File: config.mk
export PLATFORM = sky130hd
export DESIGN_NAME = adcc_top
export DESIGN_NICKNAME = d
export VERILOG_FILES = /design/src/hdl/adcc_pkg.sv /design/src/hdl/adcc_sar.sv /design/src/hdl/adcc_irq.sv /design/src/hdl/adcc_top.sv
export SDC_FILE = /design/constraint.sdc
export NUM_CORES = 1
export LEC_CHECK = 0
export BUFFER_PORTS_ARGS = -buffer_cell sky130_fd_sc_hd__clkbuf_2
export CAP_MARGIN = 20
export CELL_PAD_IN_SITES_DETAIL_PLACEMENT = 1
export CELL_PAD_IN_SITES_GLOBAL_PLACEMENT = 1
export CORE_UTILIZATION = 37
export CTS_CLUSTER_SIZE = 30
export DETAILED_ROUTE_END_ITERATION = 8
export GPL_TIMING_DRIVEN = 0
export PLACE_DENSITY = 0.82
export SLEW_MARGIN = 20
export SYNTH_ARGS = -nofsm -noshare
export SYNTH_HDL_FRONTEND = slang
export SYNTH_SLANG_ARGS = --single-unit
File: constraint.sdc
create_clock -name clk_sys -period 1.7 [get_ports clk_sys]
set_input_delay 0.085 -clock clk_sys [delete_from_list [all_inputs] [get_ports clk_sys]]
set_output_delay 0.085 -clock clk_sys [all_outputs]
set_load 0.02 [all_outputs]
File: src/hdl/adcc_pkg.sv
// Purpose: Shared constants, register map and types of the converter control block.
// Assumes: 32-bit classic Wishbone slave, byte addresses, one register per aligned word.
// Notes:   Only the low byte of each register is populated; upper bits read as zero.
`default_nettype none

package adcc_pkg;

    // Widths.
    localparam int ADR_W         = 8;
    localparam int DATA_W        = 32;
    localparam int SEL_W         = 4;
    localparam int RESULT_W      = 10;
    localparam int RESHI_W       = 8;
    localparam int RESLO_DATA_W  = 2;
    localparam int CHAN_W        = 3;
    localparam int PIN_W         = 7;
    localparam int IRQ_W         = 2;
    localparam int IDX_W         = 4;
    localparam int SAMPLE_CNT_W  = 8;

    // Register byte offsets.
    localparam logic [ADR_W-1:0] ADDR_CSR      = 8'h00;
    localparam logic [ADR_W-1:0] ADDR_RES_HI   = 8'h04;
    localparam logic [ADR_W-1:0] ADDR_RES_LO   = 8'h08;
    localparam logic [ADR_W-1:0] ADDR_PIN      = 8'h0C;
    localparam logic [ADR_W-1:0] ADDR_IRQ_STAT = 8'h10;
    localparam logic [ADR_W-1:0] ADDR_IRQ_MASK = 8'h14;

    // Field positions.
    localparam int CSR_CS_LSB     = 0;
    localparam int CSR_ON_BIT     = 5;
    localparam int CSR_EOC_BIT    = 7;
    localparam int RESLO_GAIN_BIT = 4;
    localparam int IRQ_EOC_BIT    = 0;
    localparam int IRQ_OVR_BIT    = 1;
    localparam int BYTE0_SEL      = 0;

    // Reset values and special codes.
    localparam logic [CHAN_W-1:0]   CHAN_RESET   = 3'h0;
    localparam logic [RESULT_W-1:0] RESULT_RESET = 10'h000;
    localparam logic [RESULT_W-1:0] RESULT_FULL  = 10'h3FF;
    localparam logic [IRQ_W-1:0]    IRQ_RESET    = 2'h0;

    // Timing: sampling phase length in clock cycles; each result bit takes two cycles.
    localparam int SAMPLE_CYCLES_DEF = 8;
    localparam int CYCLES_PER_BIT    = 2;

    typedef enum logic [1:0] {SAR_IDLE, SAR_SAMPLE, SAR_SET, SAR_TEST} adcc_sar_state_t;

    function automatic logic [RESULT_W-1:0] adcc_bit_mask(input logic [IDX_W-1:0] idx);
        return RESULT_W'(1) << idx;
    endfunction

endpackage

`default_nettype wire

File: src/hdl/adcc_sar.sv
// Purpose: Successive approximation sequencer: sample phase, then one trial per bit, MSB first.
// Assumes: cmp_above is high while the sampled input lies above the trial level on dac_code.
// Notes:   A comparator stuck high yields all ones, stuck low yields zero, so saturation
//          needs no extra logic and raises no overflow indication.
`default_nettype none

module adcc_sar #(
    parameter int SAMPLE_CYCLES = adcc_pkg::SAMPLE_CYCLES_DEF
) (
    // Clock and reset
    input  wire logic                          clk_sys,
    input  wire logic                          reset_n,
    // Control
    input  wire logic                          start,
    input  wire logic                          abort,
    input  wire logic                          cmp_above,
    // Status and data
    output logic                               busy,
    output logic                               sample_hold,
    output logic                               done,
    output logic [adcc_pkg::RESULT_W-1:0]      dac_code,
    output logic [adcc_pkg::RESULT_W-1:0]      result
);
    import adcc_pkg::*;

    localparam logic [SAMPLE_CNT_W-1:0] SAMPLE_LAST = SAMPLE_CNT_W'(SAMPLE_CYCLES - 1);
    localparam logic [IDX_W-1:0]        MSB_IDX     = IDX_W'(RESULT_W - 1);

    adcc_sar_state_t           state_reg;
    logic [SAMPLE_CNT_W-1:0]   cnt_reg;
    logic [IDX_W-1:0]          idx_reg;
    logic [RESULT_W-1:0]       approx_reg;
    logic [RESULT_W-1:0]       dac_reg;
    logic [RESULT_W-1:0]       result_reg;
    logic                      done_reg;
    logic                      sample_reg;
    logic                      last_trial;

    assign last_trial  = (state_reg == SAR_TEST) && (idx_reg == '0);
    assign busy        = (state_reg != SAR_IDLE);
    assign sample_hold = sample_reg;
    assign done        = done_reg;
    assign dac_code    = dac_reg;
    assign result      = result_reg;

    always_ff @(posedge clk_sys or negedge reset_n) begin
        if (!reset_n) begin
            state_reg <= SAR_IDLE;
            cnt_reg   <= '0;
            idx_reg   <= '0;
        end else if (abort) begin
            state_reg <= SAR_IDLE;
        end else begin
            unique case (state_reg)
                SAR_IDLE: begin
                    if (start) begin
                        state_reg <= SAR_SAMPLE;
                        cnt_reg   <= SAMPLE_LAST;
                    end
                end
                SAR_SAMPLE: begin
                    if (cnt_reg == '0) begin
                        state_reg <= SAR_SET;
                        idx_reg   <= MSB_IDX;
                    end else begin
                        cnt_reg <= cnt_reg - SAMPLE_CNT_W'(1);
                    end
                end
                SAR_SET: begin
                    state_reg <= SAR_TEST;
                end
                SAR_TEST: begin
                    if (idx_reg == '0) begin
                        state_reg <= SAR_IDLE;
                    end else begin
                        idx_reg   <= idx_reg - IDX_W'(1);
                        state_reg <= SAR_SET;
                    end
                end
            endcase
        end
    end

    // Trial level and kept bits.
    always_ff @(posedge clk_sys or negedge reset_n) begin
        if (!reset_n) begin
            approx_reg <= RESULT_RESET;
            dac_reg    <= RESULT_RESET;
        end else if (state_reg == SAR_IDLE && start && !abort) begin
            approx_reg <= RESULT_RESET;
            dac_reg    <= RESULT_RESET;
        end else if (state_reg == SAR_SET) begin
            dac_reg <= approx_reg | adcc_bit_mask(idx_reg);
        end else if (state_reg == SAR_TEST && cmp_above) begin
            approx_reg <= dac_reg;
        end
    end

    // Completed result and one-cycle done pulse.
    always_ff @(posedge clk_sys or negedge reset_n) begin
        if (!reset_n) begin
            result_reg <= RESULT_RESET;
            done_reg   <= 1'b0;
        end else begin
            done_reg <= last_trial && !abort;
            if (last_trial && !abort) begin
                result_reg <= cmp_above ? dac_reg : approx_reg;
            end
        end
    end

    always_ff @(posedge clk_sys or negedge reset_n) begin
        if (!reset_n) begin
            sample_reg <= 1'b0;
        end else begin
            sample_reg <= !abort && ((state_reg == SAR_IDLE && start) ||
                                     (state_reg == SAR_SAMPLE && cnt_reg != '0));
        end
    end

endmodule // adcc_sar

`default_nettype wire

File: src/hdl/adcc_irq.sv
// Purpose: Sticky event status, write-one-to-clear, with a mask onto one level interrupt.
// Assumes: Event and clear strobes are single-cycle pulses in the clk_sys domain.
// Notes:   A set that meets a clear in the same cycle leaves the bit set.
`default_nettype none

module adcc_irq (
    // Clock and reset
    input  wire logic                        clk_sys,
    input  wire logic                        reset_n,
    // Events and software access
    input  wire logic [adcc_pkg::IRQ_W-1:0]  set_evt,
    input  wire logic [adcc_pkg::IRQ_W-1:0]  clr_w1c,
    input  wire logic                        mask_we,
    input  wire logic [adcc_pkg::IRQ_W-1:0]  mask_wdata,
    // State
    output logic [adcc_pkg::IRQ_W-1:0]       status,
    output logic [adcc_pkg::IRQ_W-1:0]       mask,
    output logic                             irq
);
    import adcc_pkg::*;

    logic [IRQ_W-1:0] status_reg;
    logic [IRQ_W-1:0] mask_reg;
    logic             irq_reg;

    assign status = status_reg;
    assign mask   = mask_reg;
    assign irq    = irq_reg;

    always_ff @(posedge clk_sys or negedge reset_n) begin
        if (!reset_n) begin
            status_reg <= IRQ_RESET;
        end else begin
            status_reg <= (status_reg & ~clr_w1c) | set_evt;
        end
    end

    always_ff @(posedge clk_sys or negedge reset_n) begin
        if (!reset_n) begin
            mask_reg <= IRQ_RESET;
        end else if (mask_we) begin
            mask_reg <= mask_wdata;
        end
    end

    always_ff @(posedge clk_sys or negedge reset_n) begin
        if (!reset_n) begin
            irq_reg <= 1'b0;
        end else begin
            irq_reg <= |(status_reg & mask_reg);
        end
    end

endmodule // adcc_irq

`default_nettype wire

File: src/hdl/adcc_top.sv
// Purpose: Control of a 10-bit successive approximation converter with seven inputs and a
//          x8 input amplifier, reached over a classic Wishbone slave.
// Assumes: Comparator, analog mux, amplifier and trial DAC sit outside; pins are synchronous.
// Notes:   Notes on behaviour are listed below; CPU wait has no effect, so no port exists.
//
// Notes on behaviour
// - Each conversion gives ten bits, held until the next conversion completes.
// - Three channel-select bits route one of seven inputs to the converter.
// - Setting converter-on powers up and starts converting; no separate start exists.
// - While converter-on stays set, conversions follow one another without end.
// - Every completed conversion sets the done flag and loads the new result.
// - Reading the high result clears the done flag; reading the low one does not.
// - Input above upper reference gives FFh high and 03h low, no overflow flag.
// - Input below lower reference gives zero in both result registers.
// - Gain-select bit in the low result register enables the x8 amplifier.
// - Amplifier powers with the converter, so selecting it adds no startup delay.
// - Clearing converter-on stops conversions and removes converter power.
// - CPU wait state leaves the converter running unchanged.
// - Halt disables the converter; software waits for stabilisation after wakeup.
// - Analog input pins remain readable as logic levels.
//
// Our own choices: the Wishbone register port and the register addresses.
`default_nettype none

module adcc_top #(
    parameter int SAMPLE_CYCLES = adcc_pkg::SAMPLE_CYCLES_DEF
) (
    // Clock and reset
    input  wire logic                          clk_sys,
    input  wire logic                          reset_n,
    // Wishbone slave
    input  wire logic                          wb_cyc_i,
    input  wire logic                          wb_stb_i,
    input  wire logic                          wb_we_i,
    input  wire logic [adcc_pkg::ADR_W-1:0]    wb_adr_i,
    input  wire logic [adcc_pkg::SEL_W-1:0]    wb_sel_i,
    input  wire logic [adcc_pkg::DATA_W-1:0]   wb_dat_i,
    output logic [adcc_pkg::DATA_W-1:0]        wb_dat_o,
    output logic                               wb_ack_o,
    // Power state of the core
    input  wire logic                          cpu_halt,
    // Analog front end
    input  wire logic                          cmp_above,
    input  wire logic [adcc_pkg::PIN_W-1:0]    pin_level,
    output logic                               analog_power,
    output logic                               amp_enable,
    output logic [adcc_pkg::CHAN_W-1:0]        chan_sel,
    output logic                               sample_hold,
    output logic [adcc_pkg::RESULT_W-1:0]      dac_code,
    // Interrupt
    output logic                               irq
);
    import adcc_pkg::*;

    logic [DATA_W-1:0]   dat_o_reg;
    logic                ack_reg;
    logic [CHAN_W-1:0]   chan_reg;
    logic                on_reg;
    logic                gain_reg;
    logic                eoc_reg;
    logic [RESULT_W-1:0] result_reg;
    logic [PIN_W-1:0]    pin_level_reg;
    logic                start_reg;
    logic [CHAN_W-1:0]   chan_sel_reg;
    logic                analog_power_reg;
    logic                amp_enable_reg;

    logic                req;
    logic                wr_low;
    logic                rd;
    logic                rd_hi;
    logic                run;
    logic                start_next;
    logic                sar_busy;
    logic                sar_done;
    logic [RESULT_W-1:0] sar_result;
    logic [IRQ_W-1:0]    irq_status;
    logic [IRQ_W-1:0]    irq_mask;
    logic [IRQ_W-1:0]    irq_set;
    logic [IRQ_W-1:0]    irq_clr;
    logic [DATA_W-1:0]   rd_data;

    // One access is taken per request; ack lasts one cycle, so back-to-back strobes wait.
    assign req    = wb_cyc_i && wb_stb_i && !ack_reg;
    assign wr_low = req && wb_we_i && wb_sel_i[BYTE0_SEL];
    assign rd     = req && !wb_we_i;
    assign rd_hi  = rd && (wb_adr_i == ADDR_RES_HI);

    // Wait mode is not an input at all; only halt gates the converter.
    assign run        = on_reg && !cpu_halt;
    assign start_next = run && !sar_busy && !start_reg;

    assign wb_dat_o     = dat_o_reg;
    assign wb_ack_o     = ack_reg;
    assign analog_power = analog_power_reg;
    assign amp_enable   = amp_enable_reg;
    assign chan_sel     = chan_sel_reg;

    always_ff @(posedge clk_sys or negedge reset_n) begin
        if (!reset_n) begin
            ack_reg <= 1'b0;
        end else begin
            ack_reg <= req;
        end
    end

    always_comb begin
        rd_data = '0;
        case (wb_adr_i)
            ADDR_CSR: begin
                rd_data[CSR_CS_LSB +: CHAN_W] = chan_reg;
                rd_data[CSR_ON_BIT]           = on_reg;
                rd_data[CSR_EOC_BIT]          = eoc_reg;
            end
            ADDR_RES_HI:   rd_data[RESHI_W-1:0] = result_reg[RESULT_W-1 -: RESHI_W];
            ADDR_RES_LO: begin
                rd_data[RESLO_DATA_W-1:0] = result_reg[RESLO_DATA_W-1:0];
                rd_data[RESLO_GAIN_BIT]   = gain_reg;
            end
            ADDR_PIN:      rd_data[PIN_W-1:0] = pin_level_reg;
            ADDR_IRQ_STAT: rd_data[IRQ_W-1:0] = irq_status;
            ADDR_IRQ_MASK: rd_data[IRQ_W-1:0] = irq_mask;
            default:       rd_data = '0;
        endcase
    end

    always_ff @(posedge clk_sys or negedge reset_n) begin
        if (!reset_n) begin
            dat_o_reg <= '0;
        end else if (rd) begin
            dat_o_reg <= rd_data;
        end
    end

    // Software controls; all clear on reset.
    always_ff @(posedge clk_sys or negedge reset_n) begin
        if (!reset_n) begin
            chan_reg <= CHAN_RESET;
            on_reg   <= 1'b0;
            gain_reg <= 1'b0;
        end else if (wr_low && wb_adr_i == ADDR_CSR) begin
            chan_reg <= wb_dat_i[CSR_CS_LSB +: CHAN_W];
            on_reg   <= wb_dat_i[CSR_ON_BIT];
        end else if (wr_low && wb_adr_i == ADDR_RES_LO) begin
            gain_reg <= wb_dat_i[RESLO_GAIN_BIT];
        end
    end

    // Done flag: a completion in the same cycle as the clearing read keeps it set.
    always_ff @(posedge clk_sys or negedge reset_n) begin
        if (!reset_n) begin
            eoc_reg <= 1'b0;
        end else if (sar_done) begin
            eoc_reg <= 1'b1;
        end else if (rd_hi) begin
            eoc_reg <= 1'b0;
        end
    end

    always_ff @(posedge clk_sys or negedge reset_n) begin
        if (!reset_n) begin
            result_reg <= RESULT_RESET;
        end else if (sar_done) begin
            result_reg <= sar_result;
        end
    end

    always_ff @(posedge clk_sys or negedge reset_n) begin
        if (!reset_n) begin
            pin_level_reg <= '0;
        end else begin
            pin_level_reg <= pin_level;
        end
    end

    // The mux is latched per conversion so a channel change never splits one result.
    always_ff @(posedge clk_sys or negedge reset_n) begin
        if (!reset_n) begin
            start_reg    <= 1'b0;
            chan_sel_reg <= CHAN_RESET;
        end else begin
            start_reg <= start_next;
            if (start_next) begin
                chan_sel_reg <= chan_reg;
            end
        end
    end

    // Amplifier shares the converter's power, so it needs no warm-up of its own.
    always_ff @(posedge clk_sys or negedge reset_n) begin
        if (!reset_n) begin
            analog_power_reg <= 1'b0;
            amp_enable_reg   <= 1'b0;
        end else begin
            analog_power_reg <= run;
            amp_enable_reg   <= run && gain_reg;
        end
    end

    adcc_sar #(
        .SAMPLE_CYCLES (SAMPLE_CYCLES)
    ) u_sar (
        .clk_sys     (clk_sys),
        .reset_n     (reset_n),
        .start       (start_reg),
        .abort       (!run),
        .cmp_above   (cmp_above),
        .busy        (sar_busy),
        .sample_hold (sample_hold),
        .done        (sar_done),
        .dac_code    (dac_code),
        .result      (sar_result)
    );

    // Overrun marks a result that replaced one software never collected.
    assign irq_set[IRQ_EOC_BIT] = sar_done;
    assign irq_set[IRQ_OVR_BIT] = sar_done && eoc_reg && !rd_hi;
    assign irq_clr = (wr_low && wb_adr_i == ADDR_IRQ_STAT) ? wb_dat_i[IRQ_W-1:0] : IRQ_RESET;

    adcc_irq u_irq (
        .clk_sys    (clk_sys),
        .reset_n    (reset_n),
        .set_evt    (irq_set),
        .clr_w1c    (irq_clr),
        .mask_we    (wr_low && wb_adr_i == ADDR_IRQ_MASK),
        .mask_wdata (wb_dat_i[IRQ_W-1:0]),
        .status     (irq_status),
        .mask       (irq_mask),
        .irq        (irq)
    );

    // Checking helpers: cycles since the last start, and comparator history per conversion.
    // Nine bits so that the longest sample phase still fits the age count.
    localparam int CONV_CYCLES = SAMPLE_CYCLES + CYCLES_PER_BIT * RESULT_W + 1;
    logic [8:0] conv_age_reg;
    logic       all_hi_reg;
    logic       all_lo_reg;

    always_ff @(posedge clk_sys or negedge reset_n) begin
        if (!reset_n) begin
            conv_age_reg <= '0;
            all_hi_reg   <= 1'b0;
            all_lo_reg   <= 1'b0;
        end else if (start_reg) begin
            conv_age_reg <= 9'h001;
            all_hi_reg   <= 1'b1;
            all_lo_reg   <= 1'b1;
        end else begin
            if (conv_age_reg != 9'h1FF) begin
                conv_age_reg <= conv_age_reg + 9'h001;
            end
            // A zero trial level is met by any input, so only real trials are counted.
            if (dac_code != RESULT_RESET) begin
                all_hi_reg <= all_hi_reg && cmp_above;
                all_lo_reg <= all_lo_reg && !cmp_above;
            end
        end
    end
endmodule // adcc_top

`default_nettype wire

# Word level (Yosys, flattened, before mapping)
# Cells that the tools add are included.
# op_classes
n_addsub	2
n_eq_ne	15
shift	1
n_mux	27
n_bitwise	6
reduce_logical	47
# op_table
cell	count
$mux 10	6
$logic_and 1x1->1	23
$eq 8x4->1 const B	2
$eq 8x5->1 const B	2
$logic_not 8->1	2
$mux 8	2
$pmux 8 s2	1
$pmux 2 s6	1
$reduce_bool 2->1	6
$mux 2	5
$or 10x10->10	1
$shl 1x4->10 const A	1
$pmux 1 s3	3
$eq 8x3->1 const B	1
$mux 4	2
$pmux 2 s4	1
$pmux 4 s2	1
$reduce_and 4->1	2
$reduce_bool 8->1	1
$sub 8x1->8 const B	1
$logic_not 1->1	6
$ne 2x2->1 const B	3
$pmux 1 s2	3
$reduce_and 2->1	3
15 further kinds	19
# word_totals
ff_bits	89
in_bits	58
output_inout_bits	50
word_cells	121

# Longest topological paths before layout
# logic_depth
word_depth	9
depth_mapped	7
ltp_nobuf	6

# By module
# From an unflattened synthesis, not the netlist that was laid out.
# unflattened
cells_unflattened	374
hier_area_um2	4194.0
# modules_own_cells
module	n_inst	cells_each	area_per_inst_um2	seq_area_each_um2
adcc_sar	1	202	2130.8	1151.1
adcc_top	1	160	1876.8	950.9
adcc_irq	1	12	186.4	125.1

# Least setup slack after synthesis
# OpenSTA, ideal clock, no wires.
# synth_path
path_kind	flip-flop to flip-flop
startpoint	reg u_sar.idx_reg[0]
endpoint	reg u_sar.idx_reg[2]
setup_ps	124
t_arrival_ps	1700
required_time_ps	1576
slack_ps	-124
path_stages_with_launch	7
path_buffers	0
synth_period_minus_slack_ps	1824
path_cell_list	dfrtp_1 inv_1 ha_1 nor3b_1 a211oi_1 o21ai_1 a211o_1
# synth_via
elab_chain_len	3
word_cells_on_any_way	6
cone_classes	add/sub (1); eq/ne (1); mux (2); reduce/logical (2)
# synth_rtl
item	line	source
start: declaration	adcc_sar.sv:31	logic [IDX_W-1:0] idx_reg;
start signal: assignment	adcc_sar.sv:76	idx_reg <= idx_reg - IDX_W'(1);
$sub 4x1->4 / $logic_not 4->1 (equally long branches)	adcc_sar.sv:76, adcc_sar.sv:73	
$mux 4 / $ne 2x2->1 (equally long branches)	--	
$pmux 4 s2 / $reduce_and 4->1 (equally long branches)	--	
# Several ways; a longest one is shown, not always the timed one. The select of a mux whose other input is x is not followed.
# A chain may end at the register's enable or synchronous reset.

# Worst setup path after layout
# layout_path
startpoint	reg u_sar.cnt_reg[1]
endpoint	reg u_sar.cnt_reg[5]
# layout_via
elab_chain_len	3
word_cells_on_any_way	6
cone_classes	add/sub (1); eq/ne (1); mux (2); reduce/logical (2)
# layout_rtl
item	line	source
start: declaration	adcc_sar.sv:30	logic [SAMPLE_CNT_W-1:0] cnt_reg;
start signal: assignment	adcc_sar.sv:66	cnt_reg <= cnt_reg - SAMPLE_CNT_W'(1);
$sub 8x1->8 / $logic_not 8->1 (equally long branches)	adcc_sar.sv:66, adcc_sar.sv:62	
$mux 8 / $ne 2x2->1 (equally long branches)	--	
$pmux 8 s2 / $reduce_and 4->1 (equally long branches)	--	
# Several ways; a longest one is shown, not always the timed one. The select of a mux whose other input is x is not followed.

==> impl_metrics.ini <==
[synth]
async_reset_ff_share_pct = 100.0
synth_ff_type = dfrtp_1
syn_inst = 390
yosys.cell_count.top_type = dfrtp_1
yosys.cell_types.count = 55
syn_avg_cell_area_um2 = 10.71
synthTopCellsByArea = dfrtp_1 (53%), mux2_2 (7.0%), nand2_1 (4.9%), buf_4 (4.3%), o21ai_0 (4.2%)
synth_seq_cells = 89
synth_common_cells = dfrtp_1 (89), nand2_1 (54), o21ai_0 (35), mux2_2 (26), buf_4 (24)
yosysTopAreaCellShare_pct = 53.31
synth_edf_count = 0
netlist_area_um2 = 4178
ys_seq_area_share_pct = 53.31
synth_warnings = 0
yosys.area.top_type = dfrtp_1

[timing]
finalSetupTns_ns = -0.09862
drv_slew = 0
setup_viol = 4
rsz0062_at_grt = yes
final_hold_viol_count = 0
setup_ws_ns = -0.05731
fmax_mhz = 569.1
worstMarginPinSlew_ns = 0.7881
skew_ns = 0.007778
layout_min_cycle_time_ns = 1.757
finalCritPeriodShare_pct = 103.4
maxSlewHeadroom_pct = 47.46

[layout]
drive_gt1_share_pct = 33.92
nets = 573
area_delta_synth_final_pct = 29.95
n_antenna_cell = 0

[route]
finalWirelength_mm = 11.36
vias = 3327
route.detailed.drc = 0
via_per_inst = 5.095
firstDrtPassIters = 4
drt-initial-drc-count = 127
ant_nets = 0
detail_route.wl_per_cell_um = 17.40

[worst_setup_path]
cp_data_required_time_ns = 1.93
cp_max_fo = 3
endpoint = u_sar.cnt_reg[5]
cp.depth = 7
r2r_start = u_sar.cnt_reg[1]
cp_top_family = flip-flops
rr_endpoint = u_sar.cnt_reg[5]
critPathArrivalTime_ns = 1.99
ff2ff_path_depth = 7
crit_chain = inv_2 > ha_4 > nor4bb_4 > a211oi_4 > buf_4 > nand4b_1 > mux2_4
path_buf_inv = 2
slowest_delay_ns = 0.39
worst-setup-path-type = register to register
critPathSlowestCell = dfrtp_1
critPathLaunch = u_sar.cnt_reg[1]
worstSetupEndpointType = register
reg2reg_slack_ns = -0.06
cp-start-kind = register

[place]
hpwl_mm = 7.321
place_congestion = 0.8001
pre_cts_ws_ns = -0.3147
io_buffer_count = 52

[floorplan]
core_um2 = 10940
dieArea_um2 = 11720
ios = 108
start_util_pct = 38.20
die_w_um = 108.3
die-height_um = 108.3
rows = 38

[clocking]
cts_tree = yes
htreeDepth = 3
insertion_delay_ns = 0.34
clk_pin_slew_ns = 0.07
cts.sinks = 89
clock-root-buffer = clkbuf_16
numCtsBuffers = 9
clockBufferDepth = 2

[grt]
grt_pass1_wl_mm = 17.89
grt_use_total_pct = 19.92
grt_max_degree = 90
antenna_found_initial = 0
grt_overflow = 0
grt_pass1_vias = 3561

[job]
max_cap_viol_count = 0

[outcome]
violations = negative setup slack
status = finished with violations

[min_path]
min_path_type = input pin to register

[power_and_ir_drop]
p_per_area_nw_per_um2 = 830.6
ir_drop_mv = 0.6700
p_leak_uw = 0.002717
-- worst min path at each step --
| stage | start | cells after the start | endpoint | slack [ns] |
|---|---|---|---|---|
| detailed placement | reset_n | 1 | wb_dat_o[5] | 0.20 |
| global placement | pin_level[2] | 1 | pin_level_reg[2] | 0.20 |
| finish | wb_dat_i[1] | 2 | u_irq.mask[1] | 0.06 |
| CTS | wb_dat_i[0] | 2 | chan_reg[0] | 0.05 |
| global route | wb_dat_i[0] | 2 | u_irq.mask[0] | 0.05 |
| floorplan | reset_n | 0 | amp_enable | -0.21 |
-- report_power, final --
part           internal [uW]  switching [uW]  leakage, uW
combinational            108             170      0.00142
sequential              2130            9.44      0.00115
clock                   1200             888     0.000148
-- through the flow --
| step | instance area, um^2 | hold WS (ns) | total power [uW] | util, % | std cells |
|---|---|---|---|---|---|
| 6_report | 5429 | 0.06013 | 4509 | 49.65 | 653 |
| 5_1_grt | 5429 | 0.05086 | 4654 | 49.65 | 653 |
| 4_1_cts | 5303 | 0.05043 | 4547 | 48.49 | 644 |
| 3_5_place_dp | 4718 | 0.1954 | 2435 | 43.15 | 605 |
| 3_3_place_gp | 4710 | 0.1954 | 2428 | 43.07 | 605 |
| 2_1_floorplan | 4274 | -0.2106 | 2327 | - | 413 |
-- what timing repair did --
item,4_1_cts,5_1_grt
pin swaps,6,9
hold buffers,11,0
endpoints found under the hold margin,99,0
resized for setup,18,17
gates cloned,0,0
endpoints found under the setup margin,33,24
buffers inserted,12,10
-- cell type report --
cell class | instances | area, um^2
Fill cell | 1236 | 5507
Sequential cell | 89 | 2228
Multi-Input combinational cell | 274 | 1873
Timing Repair Buffer | 85 | 551.8
Buffer | 37 | 242.7
Clock buffer | 10 | 239.0
Tap cell | 140 | 175.2
Clock inverter | 6 | 73.82
Inverter | 12 | 45.04
-- cell usage in the layout, fill, tap and decap left out, types with 3 or more instances in the layout --
master	instances
mux2_2	25
a22oi_1	5
nand2_1	53
mux2_4	3
nand3_1	4
a32oi_1	3
clkbuf_1	7
o21ai_0	35
buf_4	44
dfrtp_1	88
clkbuf_16	9
and2_1	4
buf_6	3
inv_1	8
nor2_1	21
a31oi_1	3
clkbuf_2	55
conb_1	24
nor2b_1	4
mux2i_1	12
inv_2	4
ha_1	5
dlygate4sd3_1	11
a21oi_1	13
and3_1	8
-- per-layer routing --
layer / vias up / GRT usage, % / wire length, um
met3: 20 / 3.617 / 525
met1: 1657 / 23.64 / 4757
met2: 98 / 36.12 / 5868
met5: - / 0 / 0
met4: 0 / 6.660 / 208
li1: 1552 / - / -
-- logic make-up after synthesis --
family,after synthesis,share of synthesized area (%)
simple gates,121,14.64
flops,89,53.31
compound gates,82,12.25
buf+inv,50,7.008
mux,40,10.60
fa+ha+maj,7,2.096
other cells,1,0.08976
Power figures use the tool's default switching activity.
